## config.mk

```make
export PLATFORM = sky130hd
export DESIGN_NAME = rlc_line_ctrl
export DESIGN_NICKNAME = d
export VERILOG_FILES = /design/src/core/rlc_pkg.sv /design/src/core/rlc_prescaler.sv /design/src/core/rlc_line_ctrl.sv
export VERILOG_INCLUDE_DIRS = /design/src /design/src/core
export SDC_FILE = /design/constraint.sdc
export NUM_CORES = 1
export LEC_CHECK = 0
export ABC_AREA = 1
export BUFFER_PORTS_ARGS = -buffer_cell sky130_fd_sc_hd__buf_2
export CORE_AREA = 3 3 46 64
export DETAILED_ROUTE_END_ITERATION = 6
export DIE_AREA = 0 0 49 67
export PLACE_DENSITY = 0.8
export SETUP_SLACK_MARGIN = 0.05
export SYNTH_ARGS = -nofsm -noshare
export SYNTH_HDL_FRONTEND = slang
export SYNTH_SLANG_ARGS = --single-unit
```

## constraint.sdc

```tcl
create_clock -name i_core_clk -period 2 [get_ports i_core_clk]
set_input_delay 0.6 -clock i_core_clk [delete_from_list [all_inputs] [get_ports i_core_clk]]
set_output_delay 0.6 -clock i_core_clk [all_outputs]
set_load 0.05 [all_outputs]
```

## src/core/rlc_defines.svh

```systemverilog
// Constants for the line-direction and clock-select block.
// Assumes inclusion by bare name from every file that needs them.
//
// Summary of operation
// - Only one node drives the shared bus.
// - Auto mode: hardware alone switches the driver.
// - RTS mode: driver enable follows UART RTS.
// - Echo: receiver stays on while transmitting.
// - No echo: receiver off while driver active.
// - Reference clock prescaler divides by four or one.
// - Divide-by-four gives standard rates up to 115.2K.
// - Divide-by-one allows up to 460.8K bps.
// - Divide-by-one line rate is four times programmed.
`ifndef RLC_DEFINES_SVH
`define RLC_DEFINES_SVH

`define RLC_ADDR_W        4
`define RLC_DATA_W        32
`define RLC_OFS_SWITCH    4'h0
`define RLC_OFS_STATUS    4'h4

`define RLC_CFG_W         5
`define RLC_CFG_AUTO      0
`define RLC_CFG_RTS       1
`define RLC_CFG_NOECHO    2
`define RLC_CFG_DIV1      3
`define RLC_CFG_DIV4      4
`define RLC_CFG_RST       5'h11

`define RLC_STAT_W        4
`define RLC_STAT_DRV      0
`define RLC_STAT_RCV      1
`define RLC_STAT_BADCLK   2
`define RLC_STAT_BUSY     3

`define RLC_PRE_W         2
`define RLC_PRE_ZERO      2'h0
`define RLC_PRE_ONE       2'h1
`define RLC_PRE_LAST      2'h3

`define RLC_RATE_DIV4_BPS 115200
`define RLC_RATE_DIV1_BPS 460800

`endif

```

## src/core/rlc_pkg.sv

```systemverilog
// Types shared by the line-direction and clock-select block.
// Assumes the constants header is compiled alongside.
package rlc_pkg;

  typedef enum logic [1:0] {
    st_idle  = 2'h1,
    st_drive = 2'h2
  } rlc_drv_state_e;

endpackage

```

## src/core/rlc_prescaler.sv

```systemverilog
// UART reference clock prescaler, producing a one-cycle reference tick.
// Assumes the select inputs come from flip-flops in the same clock domain.
`timescale 1ns/1ps
`include "rlc_defines.svh"

module rlc_prescaler (
  input  wire logic i_core_clk,
  input  wire logic i_rst_n,
  input  wire logic i_by_one,
  input  wire logic i_by_four,
  output logic      o_ref_tick,
  output logic      o_clk_invalid
);

  logic [`RLC_PRE_W-1:0] cnt_q;
  logic [`RLC_PRE_W-1:0] cnt_d;
  logic                  tick_q;
  logic                  tick_d;
  logic                  bad_q;
  logic                  bad_d;

  // Both selects on is illegal, so the tick is held off rather than glitching.
  always_comb begin
    bad_d  = i_by_one & i_by_four;
    cnt_d  = `RLC_PRE_ZERO;
    tick_d = 1'b0;
    if (!bad_d && i_by_four) begin
      cnt_d  = cnt_q + `RLC_PRE_ONE;
      tick_d = (cnt_q == `RLC_PRE_LAST);
    end else if (!bad_d && i_by_one) begin
      tick_d = 1'b1;
    end
  end

  always_ff @(posedge i_core_clk) begin
    if (!i_rst_n) begin
      cnt_q  <= `RLC_PRE_ZERO;
      tick_q <= 1'b0;
      bad_q  <= 1'b0;
    end else begin
      cnt_q  <= cnt_d;
      tick_q <= tick_d;
      bad_q  <= bad_d;
    end
  end

  assign o_ref_tick    = tick_q;
  assign o_clk_invalid = bad_q;

endmodule

```

## src/core/rlc_line_ctrl.sv

```systemverilog
// Line-direction control and UART clock select for one serial channel.
// Assumes the UART reports character starts and transmitter idle in this clock domain.
//
// The placing of the registers and the plain strobed port were chosen for this implementation.
`timescale 1ns/1ps
`include "rlc_defines.svh"

module rlc_line_ctrl (
  input  wire logic                   i_core_clk,
  input  wire logic                   i_rst_n,
  input  wire logic [`RLC_ADDR_W-1:0] i_addr,
  input  wire logic [`RLC_DATA_W-1:0] i_wdata,
  input  wire logic                   i_wr,
  input  wire logic                   i_rd,
  output logic      [`RLC_DATA_W-1:0] o_rdata,
  input  wire logic                   i_uart_tx_start,
  input  wire logic                   i_uart_tx_idle,
  input  wire logic                   i_uart_rts,
  output logic                        o_line_drv_en,
  output logic                        o_line_rcv_en,
  output logic                        o_uart_ref_tick,
  output logic                        o_clk_invalid
);

  // Switch bank register.
  logic [`RLC_CFG_W-1:0]  cfg_q;
  logic [`RLC_CFG_W-1:0]  cfg_d;
  logic                   cfg_wr;
  logic                   auto_sel;
  logic                   rts_sel;
  logic                   noecho_sel;

  assign cfg_wr     = i_wr && (i_addr == `RLC_OFS_SWITCH);
  assign auto_sel   = cfg_q[`RLC_CFG_AUTO];
  assign rts_sel    = cfg_q[`RLC_CFG_RTS];
  assign noecho_sel = cfg_q[`RLC_CFG_NOECHO];

  always_comb begin
    cfg_d = cfg_q;
    if (cfg_wr) begin
      cfg_d = i_wdata[`RLC_CFG_W-1:0];
    end
  end

  always_ff @(posedge i_core_clk) begin
    if (!i_rst_n) begin
      cfg_q <= `RLC_CFG_RST;
    end else begin
      cfg_q <= cfg_d;
    end
  end

  // Driver and receiver enables.
  rlc_pkg::rlc_drv_state_e state_q;
  rlc_pkg::rlc_drv_state_e state_d;
  logic                    drv_q;
  logic                    drv_d;
  logic                    rcv_q;
  logic                    rcv_d;

  always_comb begin
    state_d = state_q;
    if (!auto_sel) begin
      state_d = rlc_pkg::st_idle;
    end else begin
      case (state_q)
        rlc_pkg::st_idle: begin
          if (i_uart_tx_start) begin
            state_d = rlc_pkg::st_drive;
          end
        end
        rlc_pkg::st_drive: begin
          // The UART idle flag covers both the shift register and its queue.
          if (i_uart_tx_idle && !i_uart_tx_start) begin
            state_d = rlc_pkg::st_idle;
          end
        end
        default: begin
          state_d = rlc_pkg::st_idle;
        end
      endcase
    end
    // Auto wins over RTS; with neither the port is point-to-point and drives always.
    if (auto_sel) begin
      drv_d = (state_d == rlc_pkg::st_drive);
    end else if (rts_sel) begin
      drv_d = i_uart_rts;
    end else begin
      drv_d = 1'b1;
    end
    // Receiver is gated from the next driver value so both pins switch together.
    rcv_d = !(noecho_sel && drv_d);
  end

  always_ff @(posedge i_core_clk) begin
    if (!i_rst_n) begin
      state_q <= rlc_pkg::st_idle;
      drv_q   <= 1'b0;
      rcv_q   <= 1'b1;
    end else begin
      state_q <= state_d;
      drv_q   <= drv_d;
      rcv_q   <= rcv_d;
    end
  end

  assign o_line_drv_en = drv_q;
  assign o_line_rcv_en = rcv_q;

  // Reference clock prescaler.
  rlc_prescaler u_prescaler (
    .i_core_clk    (i_core_clk),
    .i_rst_n       (i_rst_n),
    .i_by_one      (cfg_q[`RLC_CFG_DIV1]),
    .i_by_four     (cfg_q[`RLC_CFG_DIV4]),
    .o_ref_tick    (o_uart_ref_tick),
    .o_clk_invalid (o_clk_invalid)
  );

  // Register read port.
  logic [`RLC_DATA_W-1:0] rdata_q;
  logic [`RLC_DATA_W-1:0] rdata_d;
  logic [`RLC_STAT_W-1:0] status;

  always_comb begin
    status                  = '0;
    status[`RLC_STAT_DRV]   = drv_q;
    status[`RLC_STAT_RCV]   = rcv_q;
    status[`RLC_STAT_BADCLK] = o_clk_invalid;
    status[`RLC_STAT_BUSY]  = (state_q == rlc_pkg::st_drive);
    rdata_d                 = '0;
    if (i_rd) begin
      case (i_addr)
        `RLC_OFS_SWITCH: begin
          rdata_d[`RLC_CFG_W-1:0] = cfg_q;
        end
        `RLC_OFS_STATUS: begin
          rdata_d[`RLC_STAT_W-1:0] = status;
        end
        default: begin
          rdata_d = '0;
        end
      endcase
    end
  end

  always_ff @(posedge i_core_clk) begin
    if (!i_rst_n) begin
      rdata_q <= '0;
    end else begin
      rdata_q <= rdata_d;
    end
  end

  assign o_rdata = rdata_q;

  logic div4_only;
  logic div1_only;
  assign div4_only = cfg_q[`RLC_CFG_DIV4] && !cfg_q[`RLC_CFG_DIV1];
  assign div1_only = cfg_q[`RLC_CFG_DIV1] && !cfg_q[`RLC_CFG_DIV4];
endmodule

```

==> out/qor.txt, run 1 <==
max_cap viols = 0
number of buffers created by CTS = 3
Final Cycle Share = 74.48%
DP Wirelength = 1249 microns
CP Data Arrival Time = 0.89 ns
Worst R2R Start = state_q[0]
leakage = 0.5681 nW
worst flop-to-flop path endpoint = o_line_rcv_en
endpoint class of the critical path = output pin
Seq/Total Area, Yosys = 37.75%
drt pass-1 iters = 4
Final nets = 196
die area = 3283 sq um
CTS max path bufs = 2
GP Congestion = 0.7146
synth top area cells = dfxtp_1, buf_4, nand2_1
Post-synth EDFFs = 0
routed via count = 718
Yosys top cell area share = 37.75%
Clock Skew = 0.004855 ns
max incr delay on CP = 0.34 ns
CTS root buf = clkbuf_4
Hold Crit Start = cfg_q[2]
number of I/O pins = 79
H-tree depth = 1
worst skew pair latency = 0.29 ns
Die X = 49 microns
Worst Reg-to-Reg Cells = 8
Synth Area per Inst = 7.825 sq um
CTS sink cnt = 18
Primary FF master, synth = dfxtp_1
cts-stage hold buffer count = 0
Initial Utilization = 39.07%
Design Power = 0.0009344 W
R2R setup slack = 0.65 ns
TNS Setup = 0 ns
crit start category = flop
grt peak-use layer = met2
Clock transition at path regs = 0.10 ns
Seq cells post-synth = 18
top-count cell post-synth = buf_4
Max Freq = 671.3 MHz
DRT iter0 DRCs = 12
maximum fanout along the worst path = 2
ant diodes = 0
crit path cell chain = buf_2
Slew Viols, Final = 0
initial antenna violation count = 0
Total Wirelength = 1479 microns
first-pass GRT wire length = 2387 microns
Max IR drop VDD = 0.2452 mV
post-CTS sizing = 0
Synth area leader = dfxtp_1
setup bufs post-CTS = 0
setup violators final = 0
unrepaired setup endpoints after global routing = false
GR Layer Usage met2 = 16.84%
number of global-route vias before repair = 591
Post-synth ARST share = 0%
Hold EP = o_line_rcv_en
unique cell type count in the Yosys netlist = 18
Synth Warn # = 0
crit path kind = flop to output pin
synthesized area = 954.7 sq um
Die Y = 67 microns
residual DRC count = 0
WL per Instance = 8.126 microns
grt ovf = 0
IO Port Bufs = 24
Power per Cell Area = 897.6 nW/um^2
vias per cell = 3.945
FF/Latch Area = 360.3 sq um
GRT Overall Usage = 9.255%
Std-Cell Rows = 21
outcome = finished clean
largest net degree at the start of global routing = 11
Crit-path slowest cell = dfxtp_1
fraction of layout cells with a size suffix above 1 = 27.70%
Layout fillers = 261
Cells after Synth = 122
met3 usage = 2.237%
CTS tree = built
multi-input logic area = 432.9 sq um
Top delay family on crit path = flip-flops
final hold vios = 0
M1 GR Usage = 9.498%
Core Area = 2444 sq um
CP bufs+invs = 1
hold crit path type = flop to flop
most frequent cells after synthesis = buf_4, nand2_1, dfxtp_1
Routed Antenna Nets = 0
Area Growth Syn to Fin = 9.043%
hold path cells = 1
Critical Path RT = 1.40 ns
final worst path period need = 1.490 ns
[layout make-up]
class	count	area share, %
Sequential cell	18	34.62
Clock buffer	4	3.486
Timing Repair Buffer	24	11.54
Tap cell	34	4.087
Inverter	13	4.687
Multi-Input combinational cell	89	41.59
[kinds of logic after synthesis]
logic type | synth area share (%)
AO/OA/AOI/OAI | 8.649
adder cells (fa/ha/maj) | 5.243
buffers and inverters | 27.13
flip-flops | 37.75
other | 0.3928
AND/OR/NAND/NOR | 20.84
[registers in the layout (all words and copies together) (netlist names)]
register,count
o_line_drv_en,1
o_line_rcv_en,1
u_prescaler.cnt_q,2
cfg_q,5
u_prescaler.o_clk_invalid,1
state_q,2
u_prescaler.o_ref_tick,1
o_rdata,5
[per-stage QoR]
stage          cells  cell area, sq um  setup WS (ns)  utilization [%]  hold WS [ns]
3_3_place_gp     178              1005         0.5767            41.12        0.3934
4_1_cts          182              1041         0.5021            42.60        0.4262
5_1_grt          182              1041         0.4624            42.60        0.4499
3_5_place_dp     178              1005         0.5703            41.12        0.3978
6_report         182              1041         0.5103            42.60        0.4228
2_1_floorplan    148              1052         0.7598                -        0.3783
[power breakdown]
part,leakage [nW],switching [W],internal [W]
combinational,0.401,0.000229,0.0000716
sequential,0.147,0.0000240,0.000390
clock,0.0210,0.000108,0.000111
[how the worst max path moves through the flow]
stage	slack, ns	endpoint	cells past startpoint	startpoint
finish	0.51	o_line_rcv_en	1	o_line_rcv_en
global route	0.46	o_line_rcv_en	1	o_line_rcv_en
CTS	0.50	o_line_rcv_en	1	o_line_rcv_en
detailed placement	0.57	cfg_q[2]	7	i_addr[1]
global placement	0.58	cfg_q[2]	7	i_addr[1]
floorplan	0.76	cfg_q[3]	6	i_addr[1]
[routing by layer]
metal,share of wire [%],up-vias
met5,0,-
met4,2.7,0
met3,10,5
met2,50,39
met1,37,300
li1,-,374
[cell usage in the layout, fill, tap and decap left out, types with 3 or more instances in the layout]
master / instances
ha_1: 4
dfxtp_1: 18
a21oi_1: 9
conb_1: 27
clkbuf_4: 3
inv_1: 9
nor2_2: 7
nand2_1: 21
nor2_1: 9
buf_2: 24
inv_2: 4
o21ai_1: 5
Note: power is estimated with default switching activity, not from simulation.
==> run 2, diff against run 1 <==
Settings changed: CORE_AREA 3 3 46 64 to 3 3 47 66, DIE_AREA 0 0 49 67 to 0 0 50 69, PLACE_DENSITY 0.8 to 0.76.
Clock period 2 ns to 1.5 ns, I/O delays scaled along.
==> run 2 against run 1 <==
Against the previous run: clock skew shrank 0.0026 ns; via count decreased by 1.7%; critical path type is now flop to flop; sequential power up 33%; cell area unchanged; final cell count grew 1.1%; first-iteration DRC count is 25% lower; utilization shrank 2.8 points.
==> out/qor.txt, run 2 (same netlist as run 1, synthesis figures left out) <==
cell-internal power = 0.0007337 W (+28%)
largest net degree at the start of global routing = 10 (-1)
Post-Layout Inst Area = 1041 sq um (unchanged)
Die X = 50 microns (+2.0%)
routed via count = 706 (-1.7%)
final worst path period need = 1.327 ns
CTS root buf = clkbuf_4
IO Port Bufs = 24 (unchanged)
endpoint class of the critical path = flop
Layout fillers = 282 (+8.0%)
TNS Setup = 0 ns (unchanged)
GP Congestion = 0.6884 (-3.7%)
number of I/O pins = 79 (unchanged)
first-pass GRT wire length = 2283 microns (-4.4%)
CP bufs+invs = 1 (unchanged)
number of buffers created by CTS = 3 (unchanged)
Max IR drop VDD = 0.3559 mV (+45%)
placed instance area = 1007 sq um (+0.25%)
Area Growth Syn to Fin = 9.043% (unchanged)
CTS sink cnt = 18 (unchanged)
Die Y = 69 microns (+3.0%)
most common cell after layout, fill and taps aside = conb_1
R2R setup slack = 0.17 ns (-0.48 ns)
crit path cell chain = inv_1 -> ha_1 -> nor2_2 -> nand2_1 -> nor2_2 -> nand2_1 -> nand2_1 -> nand2_1
Total Wirelength = 1517 microns (+2.6%)
Net Sw Power = 0.0004859 W (+34%)
max_cap viols = 0 (unchanged)
vias per cell = 3.837 (-2.7%)
number of global-route vias before repair = 602 (+1.9%)
CTS tree = built
GRT Overall Usage = 8.151% (-1.1 points)
CTS max path bufs = 2 (unchanged)
final hold vios = 0 (unchanged)
leakage = 0.5654 nW (-0.49%)
Clock Skew = 0.002272 ns (-0.002583 ns)
worst skew pair latency = 0.28 ns (about the same)
H-tree depth = 1 (unchanged)
Clk pwr share = 18.7% (-4.8 points)
drt pass-1 iters = 2 (-2)
Std-Cell Rows = 22 (+4.8%)
Power per Cell Area = 1172 nW/um^2 (+31%)
Initial Utilization = 36.51% (-2.6 points)
WL per Instance = 8.245 microns (+1.5%)
CP Data Arrival Time = 1.51 ns (+0.62 ns)
cts-stage hold buffer count = 0 (unchanged)
DRT iter0 DRCs = 9 (-3)
sequential fraction of design power = 45.1% (+0.8 points)
residual DRC count = 0 (unchanged)
Slew Viols, Final = 0 (unchanged)
setup violators final = 0 (unchanged)
Clock transition at path regs = 0.09 ns (about the same)
Crit-path slowest cell = dfxtp_2
crit start category = flop
commonest cells after routing, fill and taps aside = conb_1, buf_2, nand2_1, dfxtp_1
Net Sw Frac = 39.84% (+1.1 points)
maximum fanout along the worst path = 3 (+1)
Max Freq = 753.5 MHz
ant diodes = 0 (unchanged)
grt ovf = 0 (unchanged)
Final Cycle Share = 88.47%
Final nets = 197 (+0.51%)
Top delay family on crit path = simple AND/OR/NAND/NOR gates
initial antenna violation count = 0 (unchanged)
outcome = finished clean
DP Wirelength = 1251 microns (+0.22%)
crit path kind = flop to flop
hold crit path type = input port to flop
Routed Antenna Nets = 0 (unchanged)
most used cell, CP = nand2_1
fraction of layout cells with a size suffix above 1 = 29.05% (+1.4 points)
Critical Path RT = 1.68 ns (+0.28 ns)
unrepaired setup endpoints after global routing = false
max incr delay on CP = 0.34 ns (about the same)
die area = 3450 sq um (+5.1%)
Comb pwr share = 36.2% (+4.0 points)
Core Area = 2615 sq um (+7.0%)
==> run 2: changes by cell type in the layout (fill, tap and decap cells not counted), sizes merged <==
cell    delta
buf        +1
clkbuf     -1
==> run 2: final timing paths <==
path | startpoint | cells past startpoint | to
max | state_q[0] | 8 | o_line_rcv_en
min | i_wdata[4] | 3 | cfg_q[4]
max reg2reg | state_q[0] | 8 | o_line_rcv_en
min reg2reg | cfg_q[2] | 1 | o_line_rcv_en
==> run 2: worst min-delay path, stage by stage <==
cell,delay (ns)
buf_2,0.08
a21oi_1,0.05
o21ai_1,0.06
==> run 2: power by group through the flow <==
stage               Combinational (W)  Sequential [W]  Clock, W
global placement             0.000396        0.000561         0
global route                 0.000487        0.000555  0.000257
floorplan                    0.000358        0.000595         0
CTS                          0.000407        0.000551  0.000234
detailed placement           0.000403        0.000562         0
finish                       0.000441        0.000550  0.000228
==> run 2: area by class of cell <==
| class | count | area [sq um] | share of cell area [%] |
|---|---|---|---|
| well taps | 36 | 45.04 | 4.327 |
| flip-flops and latches | 18 | 361.6 | 34.74 |
| multi-input cells | 89 | 435.4 | 41.83 |
| clock buffers | 3 | 22.52 | 2.163 |
| inverters | 13 | 48.80 | 4.687 |
| repair buffers | 25 | 127.6 | 12.26 |
==> run 2: per-stage QoR <==
stage	instances	hold WS [ns]	power (W)	util [%]	setup slack [ns]
after global placement	180	0.3915	0.0009571	38.52	0.1667
final	184	0.3908	0.001220	39.81	0.1729
after CTS	183	0.3879	0.001191	39.38	0.1264
after global routing	184	0.3857	0.001299	39.81	0.04903
after detailed placement	180	0.3955	0.0009650	38.52	0.1503
after floorplan	148	0.3783	0.0009537	-	0.2668
==> run 2: metal layers <==
layer  GRT usage (%)  routed length (microns)  up-vias
met5               0                        0        -
met1           8.847                      601      295
met3          0.8639                      131        2
met4           4.615                       23        0
met2           14.68                      760       37
li1                -                        -      372
==> run 2: timing repair <==
action / 4_1_cts / 5_1_grt
setup buffers: 0 / 1
endpoints found under the setup margin: 0 / 1
gates resized for setup: 0 / 2
==> run 3, diff against run 2 <==
Settings changed: CORE_AREA 3 3 47 66 to 2 2 46 65, DIE_AREA 0 0 50 69 to 0 0 48 67.
==> run 3 against run 2 <==
Against the previous run: total power is 3.5% higher; critical endpoint unchanged; worst hold slack worse by 0.0042 ns; final cell count stayed put; register-to-register slack worse by 0.02 ns; first-iteration DRC count is 11% higher; non-clock buffer count is 1 lower; fmax is 1.4% lower; largest cell class unchanged; clock power is 28% higher; critical path type unchanged.
==> out/qor.txt, run 3 (same netlist as run 1, synthesis figures left out) <==
Total Wirelength = 1425 microns (-6.1%)
final hold vios = 0 (unchanged)
Die Y = 67 microns (-2.9%)
Layout fillers = 289 (+2.5%)
CP Data Arrival Time = 1.54 ns (+0.03 ns)
routed via count = 713 (+0.99%)
vias per cell = 3.875 (+0.99%)
max_cap viols = 0 (unchanged)
fraction of layout cells with a size suffix above 1 = 29.05% (unchanged)
number of global-route vias before repair = 591 (-1.8%)
WL per Instance = 7.745 microns (-6.1%)
TNS Setup = 0 ns (unchanged)
Max IR drop VDD = 0.3437 mV (-3.4%)
number of buffers created by CTS = 3 (unchanged)
most common cell after layout, fill and taps aside = conb_1
Initial Utilization = 36.51% (unchanged)
CTS root buf = clkbuf_4
largest net degree at the start of global routing = 11 (+1)
CTS tree = built
cell-internal power = 0.0007732 W (+5.4%)
worst skew pair latency = 0.28 ns (about the same)
GP Congestion = 0.7124 (+3.5%)
Die X = 48 microns (-4.0%)
Area Growth Syn to Fin = 9.698%
setup bufs post-CTS = 0 (unchanged)
IO Port Bufs = 24 (unchanged)
DP Wirelength = 1180 microns (-5.7%)
hold crit path type = input port to flop
CTS sink cnt = 18 (unchanged)
GRT Overall Usage = 9.318% (+1.2 points)
drt pass-1 iters = 3 (+1)
CTS max path bufs = 2 (unchanged)
crit path kind = flop to flop
cts-stage hold buffer count = 0 (unchanged)
final worst path period need = 1.346 ns (+0.01856 ns)
sequential fraction of design power = 43.8% (-1.3 points)
endpoint class of the critical path = flop
residual DRC count = 0 (unchanged)
Clock Skew = 0.003283 ns (+0.001011 ns)
Net Sw Power = 0.0004892 W (+0.70%)
first-pass GRT wire length = 2201 microns (-3.6%)
Final nets = 196 (-0.51%)
setup violators final = 0 (unchanged)
leakage = 0.5681 nW (+0.48%)
Clock transition at path regs = 0.10 ns (about the same)
Clk pwr share = 23.1% (+4.4 points)
Routed Antenna Nets = 0 (unchanged)
initial antenna violation count = 0 (unchanged)
unrepaired setup endpoints after global routing = false
H-tree depth = 1 (unchanged)
crit start category = flop
Slew Viols, Final = 0 (unchanged)
grt ovf = 0 (unchanged)
Comb pwr share = 33.1% (-3.1 points)
ant diodes = 0 (unchanged)
outcome = finished clean
number of I/O pins = 79 (unchanged)
Worst Reg-to-Reg Cells = 8 (unchanged)
DRT iter0 DRCs = 10 (+1)
Final Cycle Share = 89.71% (+1.2 points)
Core Area = 2615 sq um (unchanged)
Critical Path RT = 1.69 ns (about the same)
Max Freq = 743.1 MHz (-1.4%)
maximum fanout along the worst path = 3 (unchanged)
Net Sw Frac = 38.75% (-1.1 points)
commonest cells after routing, fill and taps aside = conb_1, buf_2, nand2_1, dfxtp_1
hold path cells = 3 (unchanged)
post-CTS sizing = 0 (unchanged)
Power per Cell Area = 1205 nW/um^2 (+2.9%)
die area = 3216 sq um (-6.8%)
final core utilization = 40.05% (+0.24 points)
Std-Cell Rows = 22 (unchanged)
## run 3: cell types whose count changed in the layout (fill, tap and decap cells not counted), sizes merged
cell	before	now
buf	25	24
clkbuf	3	4
## run 3: path summary, 6_finish.rpt
check                                endpoint  slack (ns)       start
worst max-delay path            o_line_rcv_en        0.15  state_q[0]
worst min-delay path                 cfg_q[4]        0.39  i_wdata[4]
worst max register to register  o_line_rcv_en        0.15  state_q[0]
worst min register to register  o_line_rcv_en        0.42    cfg_q[2]
## run 3: metrics by stage
stage	total power (W)	setup slack [ns]	cell area [sq um]	instances	hold slack (ns)
after CTS	0.001253	0.1260	1044	184	0.3818
after floorplan	0.0009537	0.2668	1052	148	0.3783
after global placement	0.0009548	0.1750	1007	180	0.3916
after detailed placement	0.0009647	0.1376	1007	180	0.4026
after global routing	0.001345	0.01646	1047	184	0.3783
final	0.001262	0.1543	1047	184	0.3866
## run 3: layer usage
layer | up-vias | wire length [microns] | track usage [%]
met5 | - | 0 | 0
met4 | 0 | 26 | 5.068
met3 | 2 | 122 | 0.8130
met2 | 37 | 726 | 15.33
met1 | 303 | 549 | 11.29
li1 | 371 | - | -
## run 3: final cells by class
type / instances / area [sq um] / share of cell area [%]
Timing Repair Buffer: 24 / 120.1 / 11.47
Sequential cell: 18 / 361.6 / 34.53
Clock buffer: 4 / 36.28 / 3.465
Tap cell: 36 / 45.04 / 4.301
Inverter: 13 / 48.80 / 4.660
Multi-Input combinational cell: 89 / 435.4 / 41.58
## run 3: worst max-delay path: stages (launching register included)
cell and delay (ns):
dfxtp_2 0.36, inv_1 0.07, ha_1 0.31, nor2_2 0.12, nand2_1 0.08, nor2_2 0.13
nand2_1 0.06, nand2_1 0.08, nand2_1 0.05
## run 3: power by group through the flow
stage,sequential [W],combinational [W],clock (W)
final,0.000554,0.000417,0.000292
after CTS,0.000550,0.000404,0.000299
after detailed placement,0.000561,0.000403,0
after global routing,0.000560,0.000466,0.000319
after global placement,0.000561,0.000394,0
after floorplan,0.000595,0.000358,0
